**src/ises_consts.vh**
```
/*
 * Constants for the instrument status and event register bank:
 * command codes, bit positions, valid-bit masks, reset values and
 * error-queue codes.
 * Assumes inclusion by bare name from the design file.
 */
`ifndef ISES_CONSTS_VH
`define ISES_CONSTS_VH

// ****************************************
// Command codes on the command port
// ****************************************
`define ISES_CMD_ESR_QUERY 4'h0
`define ISES_CMD_ESE_SET 4'h1
`define ISES_CMD_ESE_QUERY 4'h2
`define ISES_CMD_OPER_COND_QUERY 4'h3
`define ISES_CMD_OPER_EVENT_QUERY 4'h4
`define ISES_CMD_OPER_ENABLE_SET 4'h5
`define ISES_CMD_OPER_ENABLE_QUERY 4'h6
`define ISES_CMD_QUES_COND_QUERY 4'h7
`define ISES_CMD_QUES_EVENT_QUERY 4'h8
`define ISES_CMD_QUES_ENABLE_SET 4'h9
`define ISES_CMD_QUES_ENABLE_QUERY 4'hA
`define ISES_CMD_COV_COND_QUERY 4'hB
`define ISES_CMD_COV_EVENT_QUERY 4'hC
`define ISES_CMD_COV_ENABLE_SET 4'hD
`define ISES_CMD_COV_ENABLE_QUERY 4'hE
`define ISES_CMD_CLEAR_STATUS 4'hF

// ****************************************
// Event status register bits
// ****************************************
`define ISES_ESR_OPC 0
`define ISES_ESR_QUERY_ERR 2
`define ISES_ESR_DEV_ERR 3
`define ISES_ESR_EXEC_ERR 4
`define ISES_ESR_CMD_ERR 5
`define ISES_ESR_USER_REQ 6
`define ISES_ESR_POWER_ON 7
`define ISES_ESR_VALID 8'hFD
`define ISES_ESR_RESET 8'h80
`define ISES_ESE_RESET 8'h00

// ****************************************
// Operation register bits
// ****************************************
`define ISES_OPER_ALIGN 0
`define ISES_OPER_SELFTEST 1
`define ISES_OPER_AUTO_SETUP 2
`define ISES_OPER_AWAIT_TRIG 3
`define ISES_OPER_VALID 16'h000F

// ****************************************
// Questionable register bits
// ****************************************
`define ISES_QUES_OVERLOAD 3
`define ISES_QUES_TEMP 4
`define ISES_QUES_CLIP 5
`define ISES_QUES_CAL_MISSING 8
`define ISES_QUES_LIMIT 9
`define ISES_QUES_MASK 12
`define ISES_QUES_VALID 16'h1338
`define ISES_COV_VALID 16'h000F

// ****************************************
// Status byte bits and common resets
// ****************************************
`define ISES_STB_QUES 3
`define ISES_STB_ESB 5
`define ISES_STB_OPER 7
`define ISES_REG16_RESET 16'h0000
`define ISES_REG8_RESET 8'h00

// ****************************************
// Error queue codes (16-bit two's complement)
// ****************************************
`define ISES_ERRQ_DEVICE 16'hFED4
`define ISES_ERRQ_EXECUTION 16'hFF38
`define ISES_ERRQ_COMMAND 16'hFF9C
`define ISES_ERRQ_NONE 16'h0000

`endif

```
**src/ises_status_bank.v**
```verilog
/*
 * Status reporting register bank: event status register with its
 * enable mask, operation and questionable registers (condition, event
 * and enable parts) and the channel overload sub-register, plus the
 * three summary bits they feed into the status byte.
 * Assumes a command parser on the same clock delivers decoded command
 * codes and one-cycle error/event pulses; all inputs share mclk_i.
 */
// Behaviour
// - Event bit rising while enabled sets the event summary in the status byte.
// - Operation-complete bit set after its command once earlier commands finish.
// - Event bit 2 flags a query error from the controller.
// - Event bit 3 on device error, logged with a code from -300 to -399.
// - Event bit 4 on execution error, logged with a code from -200 to -300 unless a device error comes in the same cycle.
// - Event bit 5 on command error, logged with a code from -100 to -200 unless a device or execution error comes in the same cycle.
// - Event bit 6 set on switch from remote to manual control.
// - Event bit 7 set at power on.
// - Operation register offers readable condition and read-cleared event parts.
// - Operation condition bit 0 high throughout a self alignment.
// - Operation condition bit 1 high while selftest runs.
// - Operation condition bit 2 high during automatic setup.
// - Operation condition bit 3 high while waiting for a trigger.
// - Bit 15 of operation and questionable reads zero; unused bits stay clear.
// - Questionable bit 3 set while an overload sub-register event bit that is also enabled is set.
// - Questionable bit 4 set on a questionable temperature.
// - Questionable bit 5 set on converter clipping.
// - Questionable bit 8 set when calibration data is missing.
// - Questionable bit 9 set on a measurement limit violation.
// - Questionable bit 12 set on a mask test violation.
// - Overload sub-register bits 0 to 3 flag channels one to four.
// - Status byte bit 5 is the OR of enabled event status bits.
// - Event register and mask are 8 bits; operation and questionable 16 bits.
// - Status byte bit 3 from enabled questionable event bits.
// - Status byte bit 7 from enabled operation event bits.
`timescale 1ns/1ns
`default_nettype none
`include "ises_consts.vh"

module ises_status_bank (
  // Clock, reset, enable
  input wire mclk_i,
  input wire rst_n_i,
  input wire ce_i,
  // Command port
  input wire cmd_valid_i,
  input wire [3:0] cmd_code_i,
  input wire [15:0] cmd_wdata_i,
  output reg rsp_valid_o,
  output reg [15:0] rsp_data_o,
  // Command parser events
  input wire operation_complete_cmd_i,
  input wire cmds_busy_i,
  input wire query_error_i,
  input wire device_error_i,
  input wire execution_error_i,
  input wire command_error_i,
  input wire manual_switch_i,
  // Instrument conditions
  input wire align_active_i,
  input wire selftest_active_i,
  input wire auto_setup_active_i,
  input wire awaiting_trigger_i,
  input wire [3:0] chan_overload_i,
  input wire temperature_questionable_i,
  input wire converter_clip_summary_i,
  input wire calibration_missing_i,
  input wire limit_violation_i,
  input wire mask_violation_i,
  // Error queue entry
  output reg err_log_valid_o,
  output reg [15:0] err_log_code_o,
  // Status byte summaries
  output wire [7:0] status_byte_o
);

  // ****************************************
  // Helpers
  // ****************************************
  // Sticky event update: a set in the clearing cycle wins
  function [15:0] ev_next;
    input [15:0] ev;
    input [15:0] rise;
    input clr;
    begin
      ev_next = (clr ? `ISES_REG16_RESET : ev) | rise;
    end
  endfunction

  // Summary bit: any event bit that is also enabled
  function any_enabled;
    input [15:0] ev;
    input [15:0] en;
    begin
      any_enabled = |(ev & en);
    end
  endfunction

  function is_cmd;
    input [3:0] code;
    begin
      is_cmd = ce_i && cmd_valid_i && (cmd_code_i == code);
    end
  endfunction

  // ****************************************
  // State
  // ****************************************
  reg [7:0] esr_ff;
  reg [7:0] ese_ff;
  reg opc_pending_ff;
  reg [15:0] oper_cond_ff;
  reg [15:0] oper_event_ff;
  reg [15:0] oper_enable_ff;
  reg [15:0] ques_cond_ff;
  reg [15:0] ques_event_ff;
  reg [15:0] ques_enable_ff;
  reg [15:0] cov_cond_ff;
  reg [15:0] cov_event_ff;
  reg [15:0] cov_enable_ff;

  wire clr_all;
  wire [15:0] cov_cond_now;
  wire [15:0] oper_cond_now;
  wire [15:0] ques_cond_now;
  wire cov_summary;
  wire [7:0] esr_set;
  wire opc_fire;
  wire esr_clr;
  wire oper_ev_clr;
  wire ques_ev_clr;
  wire cov_ev_clr;
  wire [15:0] esr_upd;
  wire [15:0] oper_rise;
  wire [15:0] ques_rise;
  wire [15:0] cov_rise;
  wire oper_summary;
  wire esb_summary;
  wire ques_summary;

  assign clr_all = is_cmd(`ISES_CMD_CLEAR_STATUS);
  // Each event part empties on its own query or on clear-status
  assign esr_clr = is_cmd(`ISES_CMD_ESR_QUERY) || clr_all;
  assign oper_ev_clr = is_cmd(`ISES_CMD_OPER_EVENT_QUERY) || clr_all;
  assign ques_ev_clr = is_cmd(`ISES_CMD_QUES_EVENT_QUERY) || clr_all;
  assign cov_ev_clr = is_cmd(`ISES_CMD_COV_EVENT_QUERY) || clr_all;

  // ****************************************
  // Condition parts
  // ****************************************
  assign cov_cond_now = {12'h000, chan_overload_i} & `ISES_COV_VALID;
  assign cov_summary = any_enabled(cov_event_ff, cov_enable_ff);

  assign oper_cond_now = {12'h000,
                          awaiting_trigger_i,
                          auto_setup_active_i,
                          selftest_active_i,
                          align_active_i}
                         & `ISES_OPER_VALID;

  assign ques_cond_now = {3'h0,
                          mask_violation_i,
                          2'h0,
                          limit_violation_i,
                          calibration_missing_i,
                          2'h0,
                          converter_clip_summary_i,
                          temperature_questionable_i,
                          cov_summary,
                          3'h0}
                         & `ISES_QUES_VALID;

  // ****************************************
  // Positive transitions
  // ****************************************
  // A condition bit going from 0 to 1 marks an event; falls mark none
  genvar gi;
  generate
    for (gi = 0; gi < 16; gi = gi + 1) begin : g_rise
      assign oper_rise[gi] = oper_cond_now[gi] & ~oper_cond_ff[gi];
      assign ques_rise[gi] = ques_cond_now[gi] & ~ques_cond_ff[gi];
      assign cov_rise[gi] = cov_cond_now[gi] & ~cov_cond_ff[gi];
    end
  endgenerate

  // ****************************************
  // Event status sources
  // ****************************************
  assign opc_fire = opc_pending_ff && !cmds_busy_i;

  assign esr_set = {1'b0,              // Power-on set by reset value
                    manual_switch_i,
                    command_error_i,
                    execution_error_i,
                    device_error_i,
                    query_error_i,
                    1'b0,
                    opc_fire}
                   & `ISES_ESR_VALID;

  // Read or clear-status empties the register, events in that cycle stay
  assign esr_upd = ev_next({8'h00, esr_ff}, {8'h00, esr_set}, esr_clr);

  // ****************************************
  // Registers
  // ****************************************
  always @(posedge mclk_i) begin
    if (!rst_n_i) begin
      esr_ff <= `ISES_ESR_RESET;
      ese_ff <= `ISES_ESE_RESET;
      opc_pending_ff <= 1'b0;
    end else if (ce_i) begin
      esr_ff <= esr_upd[7:0];
      if (is_cmd(`ISES_CMD_ESE_SET)) begin
        ese_ff <= cmd_wdata_i[7:0];
      end
      if (opc_fire) begin
        opc_pending_ff <= 1'b0;
      end else if (operation_complete_cmd_i) begin
        opc_pending_ff <= 1'b1;
      end
    end
  end

  // Condition parts and positive-transition event parts
  always @(posedge mclk_i) begin
    if (!rst_n_i) begin
      oper_cond_ff <= `ISES_REG16_RESET;
      oper_event_ff <= `ISES_REG16_RESET;
      ques_cond_ff <= `ISES_REG16_RESET;
      ques_event_ff <= `ISES_REG16_RESET;
      cov_cond_ff <= `ISES_REG16_RESET;
      cov_event_ff <= `ISES_REG16_RESET;
    end else if (ce_i) begin
      oper_cond_ff <= oper_cond_now;
      ques_cond_ff <= ques_cond_now;
      cov_cond_ff <= cov_cond_now;
      oper_event_ff <= ev_next(oper_event_ff, oper_rise, oper_ev_clr);
      ques_event_ff <= ev_next(ques_event_ff, ques_rise, ques_ev_clr);
      cov_event_ff <= ev_next(cov_event_ff, cov_rise, cov_ev_clr);
    end
  end

  // Enable parts, unused bits held at zero
  always @(posedge mclk_i) begin
    if (!rst_n_i) begin
      oper_enable_ff <= `ISES_REG16_RESET;
      ques_enable_ff <= `ISES_REG16_RESET;
      cov_enable_ff <= `ISES_REG16_RESET;
    end else if (ce_i) begin
      if (is_cmd(`ISES_CMD_OPER_ENABLE_SET)) begin
        oper_enable_ff <= cmd_wdata_i & `ISES_OPER_VALID;
      end
      if (is_cmd(`ISES_CMD_QUES_ENABLE_SET)) begin
        ques_enable_ff <= cmd_wdata_i & `ISES_QUES_VALID;
      end
      if (is_cmd(`ISES_CMD_COV_ENABLE_SET)) begin
        cov_enable_ff <= cmd_wdata_i & `ISES_COV_VALID;
      end
    end
  end

  // ****************************************
  // Query answers
  // ****************************************
  reg [15:0] nxt_rsp_data;
  reg nxt_rsp_valid;

  always @* begin
    nxt_rsp_valid = cmd_valid_i;
    case (cmd_code_i)
      `ISES_CMD_ESR_QUERY: nxt_rsp_data = {8'h00, esr_ff};
      `ISES_CMD_ESE_QUERY: nxt_rsp_data = {8'h00, ese_ff};
      `ISES_CMD_OPER_COND_QUERY: nxt_rsp_data = oper_cond_ff;
      `ISES_CMD_OPER_EVENT_QUERY: nxt_rsp_data = oper_event_ff;
      `ISES_CMD_OPER_ENABLE_QUERY: nxt_rsp_data = oper_enable_ff;
      `ISES_CMD_QUES_COND_QUERY: nxt_rsp_data = ques_cond_ff;
      `ISES_CMD_QUES_EVENT_QUERY: nxt_rsp_data = ques_event_ff;
      `ISES_CMD_QUES_ENABLE_QUERY: nxt_rsp_data = ques_enable_ff;
      `ISES_CMD_COV_COND_QUERY: nxt_rsp_data = cov_cond_ff;
      `ISES_CMD_COV_EVENT_QUERY: nxt_rsp_data = cov_event_ff;
      `ISES_CMD_COV_ENABLE_QUERY: nxt_rsp_data = cov_enable_ff;
      default: begin
        // Settings and clear-status answer nothing
        nxt_rsp_data = `ISES_REG16_RESET;
        nxt_rsp_valid = 1'b0;
      end
    endcase
  end

  always @(posedge mclk_i) begin
    if (!rst_n_i) begin
      rsp_valid_o <= 1'b0;
      rsp_data_o <= `ISES_REG16_RESET;
    end else if (ce_i) begin
      rsp_valid_o <= nxt_rsp_valid;
      if (nxt_rsp_valid) begin
        rsp_data_o <= nxt_rsp_data;
      end
    end
  end

  // ****************************************
  // Error queue entries
  // ****************************************
  reg [15:0] nxt_err_code;

  always @* begin
    if (device_error_i) begin
      nxt_err_code = `ISES_ERRQ_DEVICE;
    end else if (execution_error_i) begin
      nxt_err_code = `ISES_ERRQ_EXECUTION;
    end else if (command_error_i) begin
      nxt_err_code = `ISES_ERRQ_COMMAND;
    end else begin
      nxt_err_code = `ISES_ERRQ_NONE;
    end
  end

  always @(posedge mclk_i) begin
    if (!rst_n_i) begin
      err_log_valid_o <= 1'b0;
      err_log_code_o <= `ISES_ERRQ_NONE;
    end else if (ce_i) begin
      err_log_valid_o <= device_error_i || execution_error_i || command_error_i;
      err_log_code_o <= nxt_err_code;
    end
  end

  // ****************************************
  // Status byte summaries
  // ****************************************
  assign oper_summary = any_enabled(oper_event_ff, oper_enable_ff);
  assign esb_summary = any_enabled({8'h00, esr_ff}, {8'h00, ese_ff});
  assign ques_summary = any_enabled(ques_event_ff, ques_enable_ff);
  assign status_byte_o[`ISES_STB_OPER] = oper_summary;
  assign status_byte_o[6] = 1'b0;
  assign status_byte_o[`ISES_STB_ESB] = esb_summary;
  assign status_byte_o[4] = 1'b0;
  assign status_byte_o[`ISES_STB_QUES] = ques_summary;
  assign status_byte_o[2:0] = 3'h0;

endmodule

`default_nettype wire

```
**config.mk**
```make
export PLATFORM = sky130hd
export DESIGN_NAME = ises_status_bank
export DESIGN_NICKNAME = d
export VERILOG_FILES = /design/src/ises_status_bank.v
export VERILOG_INCLUDE_DIRS = /design/src
export SDC_FILE = /design/constraint.sdc
export NUM_CORES = 1
export LEC_CHECK = 0
export BUFFER_PORTS_ARGS = -buffer_cell sky130_fd_sc_hd__clkbuf_2
export CAP_MARGIN = 20
export CORE_MARGIN = 4
export CORE_UTILIZATION = 30
export CTS_BUF_LIST = sky130_fd_sc_hd__clkbuf_2
export DETAILED_ROUTE_END_ITERATION = 10
export MAX_ROUTING_LAYER = met4
export PLACE_DENSITY = 0.53
export RECOVER_POWER = 25
export SETUP_SLACK_MARGIN = 0.4
export SLEW_MARGIN = 0
export SYNTH_ARGS = -nofsm -noshare
export SYNTH_HDL_FRONTEND = slang
export SYNTH_SLANG_ARGS = --single-unit
```
**constraint.sdc**
```tcl
create_clock -name mclk_i -period 1.8 [get_ports mclk_i]
set_clock_uncertainty 0.15 [all_clocks]
set_input_delay 0.18 -clock mclk_i [delete_from_list [all_inputs] [get_ports mclk_i]]
set_output_delay 0.18 -clock mclk_i [all_outputs]
set_load 0.05 [all_outputs]
```
* Yosys cells after proc, flatten, opt, wreduce, memory -nomap -nowiden
Index checks and enable logic that the tools add are counted.
** Word-level totals
- Output and inout port bits :: 42
- Register bits after elaboration :: 127
- Input port bits :: 44
** Operators by class
- Equality and inequality tests :: 15
- Multiplexer cells :: 11
- Bitwise gates (word level) :: 36
- Reduce and logical (&&, ||, !) cells :: 31
** Operator list (count)
- 16-bit case mux with 11 select lines :: 1
- 16-bit two-way mux :: 6
- 16-bit OR reduction :: 4
- 16-bit by 4-bit AND with 16-bit output :: 2
- 4-bit == test (second input constant) :: 8
- 16-bit by 4-bit OR with 16-bit output :: 2
- 16-bit by 13-bit AND with 16-bit output :: 1
- 4-bit by 3-bit == test with 1-bit output (second input constant) :: 4
- 16-bit by 13-bit OR with 16-bit output :: 1
- 1-bit AND :: 14
- 1-bit inverter :: 14
- 2-bit AND reduction :: 6
- 1-bit logical AND :: 11
- 11-bit OR reduction :: 1
- 8-bit AND :: 1
- 4-bit by 2-bit == test with 1-bit output (second input constant) :: 2
- 8-bit two-way mux :: 1
- 8-bit by 7-bit OR with 8-bit output :: 1
- 1-bit logical OR :: 6
- 4-bit by 1-bit == test with 1-bit output (second input constant) :: 1
- 4-bit logical NOT :: 1
- 1-bit two-way mux :: 3
- 2-bit nonzero test :: 1
- 1-bit logical NOT :: 1

* Depth between registers and ports, before layout
- Depth in word-level cells :: 5
- Depth in mapped cells :: 7

* Worst setup path before layout
OpenSTA, ideal clock, no wires.
- Kind :: in2reg
- Start point :: in cmd_code_i[0]
- End point :: reg rsp_data_o[1]
- Stages on the path :: 6
- Required time :: 1.531 ns
- Setup slack :: 0.406 ns
- Arrival :: 1.125 ns
- Library setup time :: 0.119 ns
- Cells stage by stage :: buf_4 and3_1 a211oi_2 buf_4 o21ai_1 o221a_1
** Between the ends
- Word-level cells in the longest chain between the ends :: 4
** RTL lines
- from (decl) :: line ises_status_bank.v:46 : input wire [3:0] cmd_code_i,
- 4-bit by 3-bit == test with 1-bit output (tied with other cells) :: line ises_status_bank.v:270 : case (cmd_code_i)
- 11-bit OR reduction (no source line)
- 1-bit two-way mux :: line ises_status_bank.v:270
- 2-bit AND reduction (no source line)
- to (signal assigned) :: line ises_status_bank.v:293 : rsp_data_o <= `ISES_REG16_RESET;
- to (signal assigned) :: line ises_status_bank.v:297 : rsp_data_o <= nxt_rsp_data;
- to (decl) :: line ises_status_bank.v:49 : output reg [15:0] rsp_data_o,
Several ways; a longest one is shown, not always the timed one.
A chain may end at the register's enable or synchronous reset.

* Final worst setup path
- Start point :: reg esr_ff[7]
- End point :: out status_byte_o[5]
** Between the ends
- Word-level cells in the longest chain between the ends :: 2
** RTL lines
- from (decl) :: line ises_status_bank.v:108 : reg [7:0] esr_ff;
- from (signal assigned) :: line ises_status_bank.v:208 : esr_ff <= `ISES_ESR_RESET;
- from (signal assigned) :: line ises_status_bank.v:212 : esr_ff <= esr_upd[7:0];
- 8-bit AND :: line ises_status_bank.v:94 : any_enabled = |(ev & en);
- 16-bit OR reduction :: line ises_status_bank.v:94
- to (decl) :: line ises_status_bank.v:73 : output wire [7:0] status_byte_o
No other way between the ends.

==> metrics.cfg <==
[status]
status = complete, but fails checks
failing_checks = negative setup slack

[yosys]
synthMostInstantiatedCell = sky130_fd_sc_hd__dfxtp_1
ys.warnings.count = 0
syn_avg_cell_area_sq_um = 8.94
synth_cell_types = 55
ys_ff_latch = 76
synth_area_sq_mm = 0.00381
synth_ff_type = sky130_fd_sc_hd__dfxtp_1
synth.top_cells.by_area = sky130_fd_sc_hd__dfxtp_1 (40%), sky130_fd_sc_hd__nor2b_1 (8.2%), sky130_fd_sc_hd__mux2i_1 (7.1%), sky130_fd_sc_hd__buf_4 (6.3%), sky130_fd_sc_hd__nand2_1 (4.1%)
async_reset_ff_frac = 0
synth_top_cell_by_area = sky130_fd_sc_hd__dfxtp_1
seq_total_area_yosys = 0.400
netlist_top_cells_count = sky130_fd_sc_hd__dfxtp_1 (76), sky130_fd_sc_hd__nor2b_1 (50), sky130_fd_sc_hd__nand2_1 (42)
synth_edf_count = 0
netlist_instances = 426
post-synth-top-area-fraction = 0.400

[pwr]
share_seq_of_total_power = 0.484
static_power_due_to_leakage_uw = 0.00236
power.density_mw_per_mm2 = 675
p_int_uw = 2630
p_comb_frac = 0.222
power_frac_clock = 0.294
peakVddDrop_v = 0.000402
power.share.switching = 0.307
switchingPower_uw = 1160

[placement]
gp_routability_congestion = 0.867
place.detailed.instances = 640
dp_hpwl_um = 7740
port_buffers = 68
pre_cts_slack_ns = 0.109

[cts]
cts.htree.levels = 3
tritoncts.num_buffers = 9
cts_sinks = 76
max-clock-path-buffers = 2
ctsRootBufferMaster = sky130_fd_sc_hd__clkbuf_2
clk-insertion-delay-late_ns = 0.57
clock_tree_from_tritoncts = yes
path_clk_slew_ns = 0.25

[setup_path]
worst_setup_path_end_kind = output port
crit_path_start_kind = register
largest_fanout_on_the_critical_path = 2
regToRegSetupSlack_ns = 0.44
critical_path_class = reg -> out
arrival_time_worst_endpoint_ns = 1.63
timing.critical_path.required_ns = 1.47
r2r.worst_path.cells = 3

[route]
detail_route.wl_per_cell_um = 15.7
routed_via_density = 4.83
route.final.wire_length_um = 11300
drc_violations = 0
dr.pass1.iters = 4
via_count = 3476
postRouteAntennaNets = 0
drt_iter0_markers = 131

[hold_path]
hold-path-cell-count = 4
min_path_type = in -> reg

[sta]
period_needed_ns = 1.96
finalMaxSlewViolations = 0
relative_slew_slack = 0.441
holdWs_ns = 0.0307
hold_viol = 0
setup_total_negative_slack_ns = -0.230
max_freq_mhz = 509
setup_repair_after_global_routing_missed_its_margin = yes
fin_ws_ns = -0.165
setup_viol = 4
post-route-period-util = 1.09
worst_pin_slew_ns = 0.839

[floorplan]
y_dimension_of_the_die_um = 121
rows = 40
core_region_area_sq_mm = 0.0122
die_x_um = 121
floorplan.io_pins = 86
initial_utilization = 0.312
dieArea_sq_mm = 0.0146

[layout]
util_after_layout = 0.460
post_route_cells_drive_above_1_share = 0.327
final-instance-count-excl-fill = 719
nets = 589
flow.area_growth_from_synthesis_pct = 47.7

[global_route]
first_global_vias = 3361
track_usage = 0.161
overflow_left_after_global_routing = 0
antenna_violations_before_repair = 1
grt_first_pass_wirelength_um = 17800
grt_max_degree = 33

[run]
drv.max_cap_violation_count = 0

==> power groups by stage <==
stage               clock network, uW  logic (uW)  registers, uW
finish                           1110         844           1840
global route                     1220         905           1850
CTS                              1150         820           1840
detailed placement                  0         594           1860
global placement                    0         587           1860
floorplan                           0         409           1910
==> critical path, cell delays in order (launching register included) <==
cell	delay, ns
sky130_fd_sc_hd__dfxtp_2	0.39
sky130_fd_sc_hd__a222oi_1	0.30
sky130_fd_sc_hd__nand3_1	0.17
sky130_fd_sc_hd__clkbuf_8	0.21
==> through the flow <==
step	area (sq um)	total power [uW]
after global routing	5620	3970
final	5620	3800
after floorplan	3850	2310
after detailed placement	4230	2450
after global placement	4230	2440
after CTS	5510	3810
==> flip-flops by register name (all words and copies together) (netlist names) <==
signal           flops
ques_event_ff        6
err_log_valid_o      1
ques_cond_ff         6
oper_event_ff        4
opc_pending_ff       1
cov_cond_ff          4
ques_enable_ff       6
rsp_valid_o          1
oper_cond_ff         4
esr_ff               7
cov_event_ff         4
oper_enable_ff       4
ese_ff               8
rsp_data_o          11
err_log_code_o       5
cov_enable_ff        4
==> placed cells by master (no fill, tap or decap), types with 3 or more instances in the layout <==
master,n
sky130_fd_sc_hd__a21boi_0,16
sky130_fd_sc_hd__a21oi_1,19
sky130_fd_sc_hd__a221oi_1,3
sky130_fd_sc_hd__a22oi_1,11
sky130_fd_sc_hd__a22oi_2,6
sky130_fd_sc_hd__a31oi_1,3
sky130_fd_sc_hd__a32oi_1,6
sky130_fd_sc_hd__and2_1,4
sky130_fd_sc_hd__and3_1,7
sky130_fd_sc_hd__and4b_1,3
sky130_fd_sc_hd__buf_4,30
sky130_fd_sc_hd__buf_6,4
sky130_fd_sc_hd__buf_8,6
sky130_fd_sc_hd__clkbuf_16,23
sky130_fd_sc_hd__clkbuf_2,45
sky130_fd_sc_hd__conb_1,12
sky130_fd_sc_hd__dfxtp_1,41
sky130_fd_sc_hd__dfxtp_2,30
sky130_fd_sc_hd__dfxtp_4,5
sky130_fd_sc_hd__dlygate4sd3_1,41
sky130_fd_sc_hd__dlymetal6s4s_1,3
sky130_fd_sc_hd__inv_1,8
sky130_fd_sc_hd__mux2_2,6
sky130_fd_sc_hd__mux2i_1,27
sky130_fd_sc_hd__nand2_1,40
sky130_fd_sc_hd__nand3_1,3
sky130_fd_sc_hd__nor2_1,20
sky130_fd_sc_hd__nor2b_1,50
sky130_fd_sc_hd__nor3_1,3
sky130_fd_sc_hd__nor4_1,3
sky130_fd_sc_hd__o211a_1,4
sky130_fd_sc_hd__o21ai_0,12
sky130_fd_sc_hd__o21ai_1,4
==> metal layers <==
layer / wire, um / up-vias / track usage / part of all wire
met4: 233 / 0 / 0.0708 / 0.021
met1: 5370 / 1643 / 0.213 / 0.47
li1: - / 1705 / - / -
met5: 0 / - / - / 0
met3: 634 / 20 / 0.0346 / 0.056
met2: 5070 / 108 / 0.235 / 0.45
==> what timing repair did <==
action / in CTS / in global routing
hold buffers: 45 / 0
endpoints found under the hold margin: 69 / 0
pin swaps: 7 / 7
setup buffers: 14 / 3
cloned: 0 / 1
gates resized for setup: 121 / 33
setup endpoints to repair: 30 / 62
==> final timing paths <==
kind,start,to
setup / recovery,esr_ff[7],status_byte_o[5]
hold / removal,ce_i,oper_cond_ff[3]
setup reg to reg,ques_enable_ff[5],rsp_data_o[5]
hold reg to reg,cov_cond_ff[2],cov_cond_ff[2]
==> area by class of cell <==
| cell class | instances | area [sq um] |
|---|---|---|
| antenna | 1 | 2.50 |
| clock buffer | 9 | 45.0 |
| clock inverter | 7 | 98.8 |
| fill | 1190 | 6590 |
| inverter | 8 | 30.0 |
| multi-input combinational | 300 | 2020 |
| sequential | 76 | 1580 |
| tap | 168 | 210 |
| timing repair buffer | 150 | 1640 |
==> kinds of logic (layout without fill, tap and decap cells) <==
group,count (synthesis),count (layout),synth area share
xor gates and xnor gates,1,1,0.00230
DFF,76,76,0.400
AOI/OAI and AO/OA,106,106,0.199
and+or+nand+nor,147,147,0.204
muxes,34,34,0.0946
other,1,13,0.000985
buffers and inverters,61,174,0.0989
(Power assumes the default switching activity.)
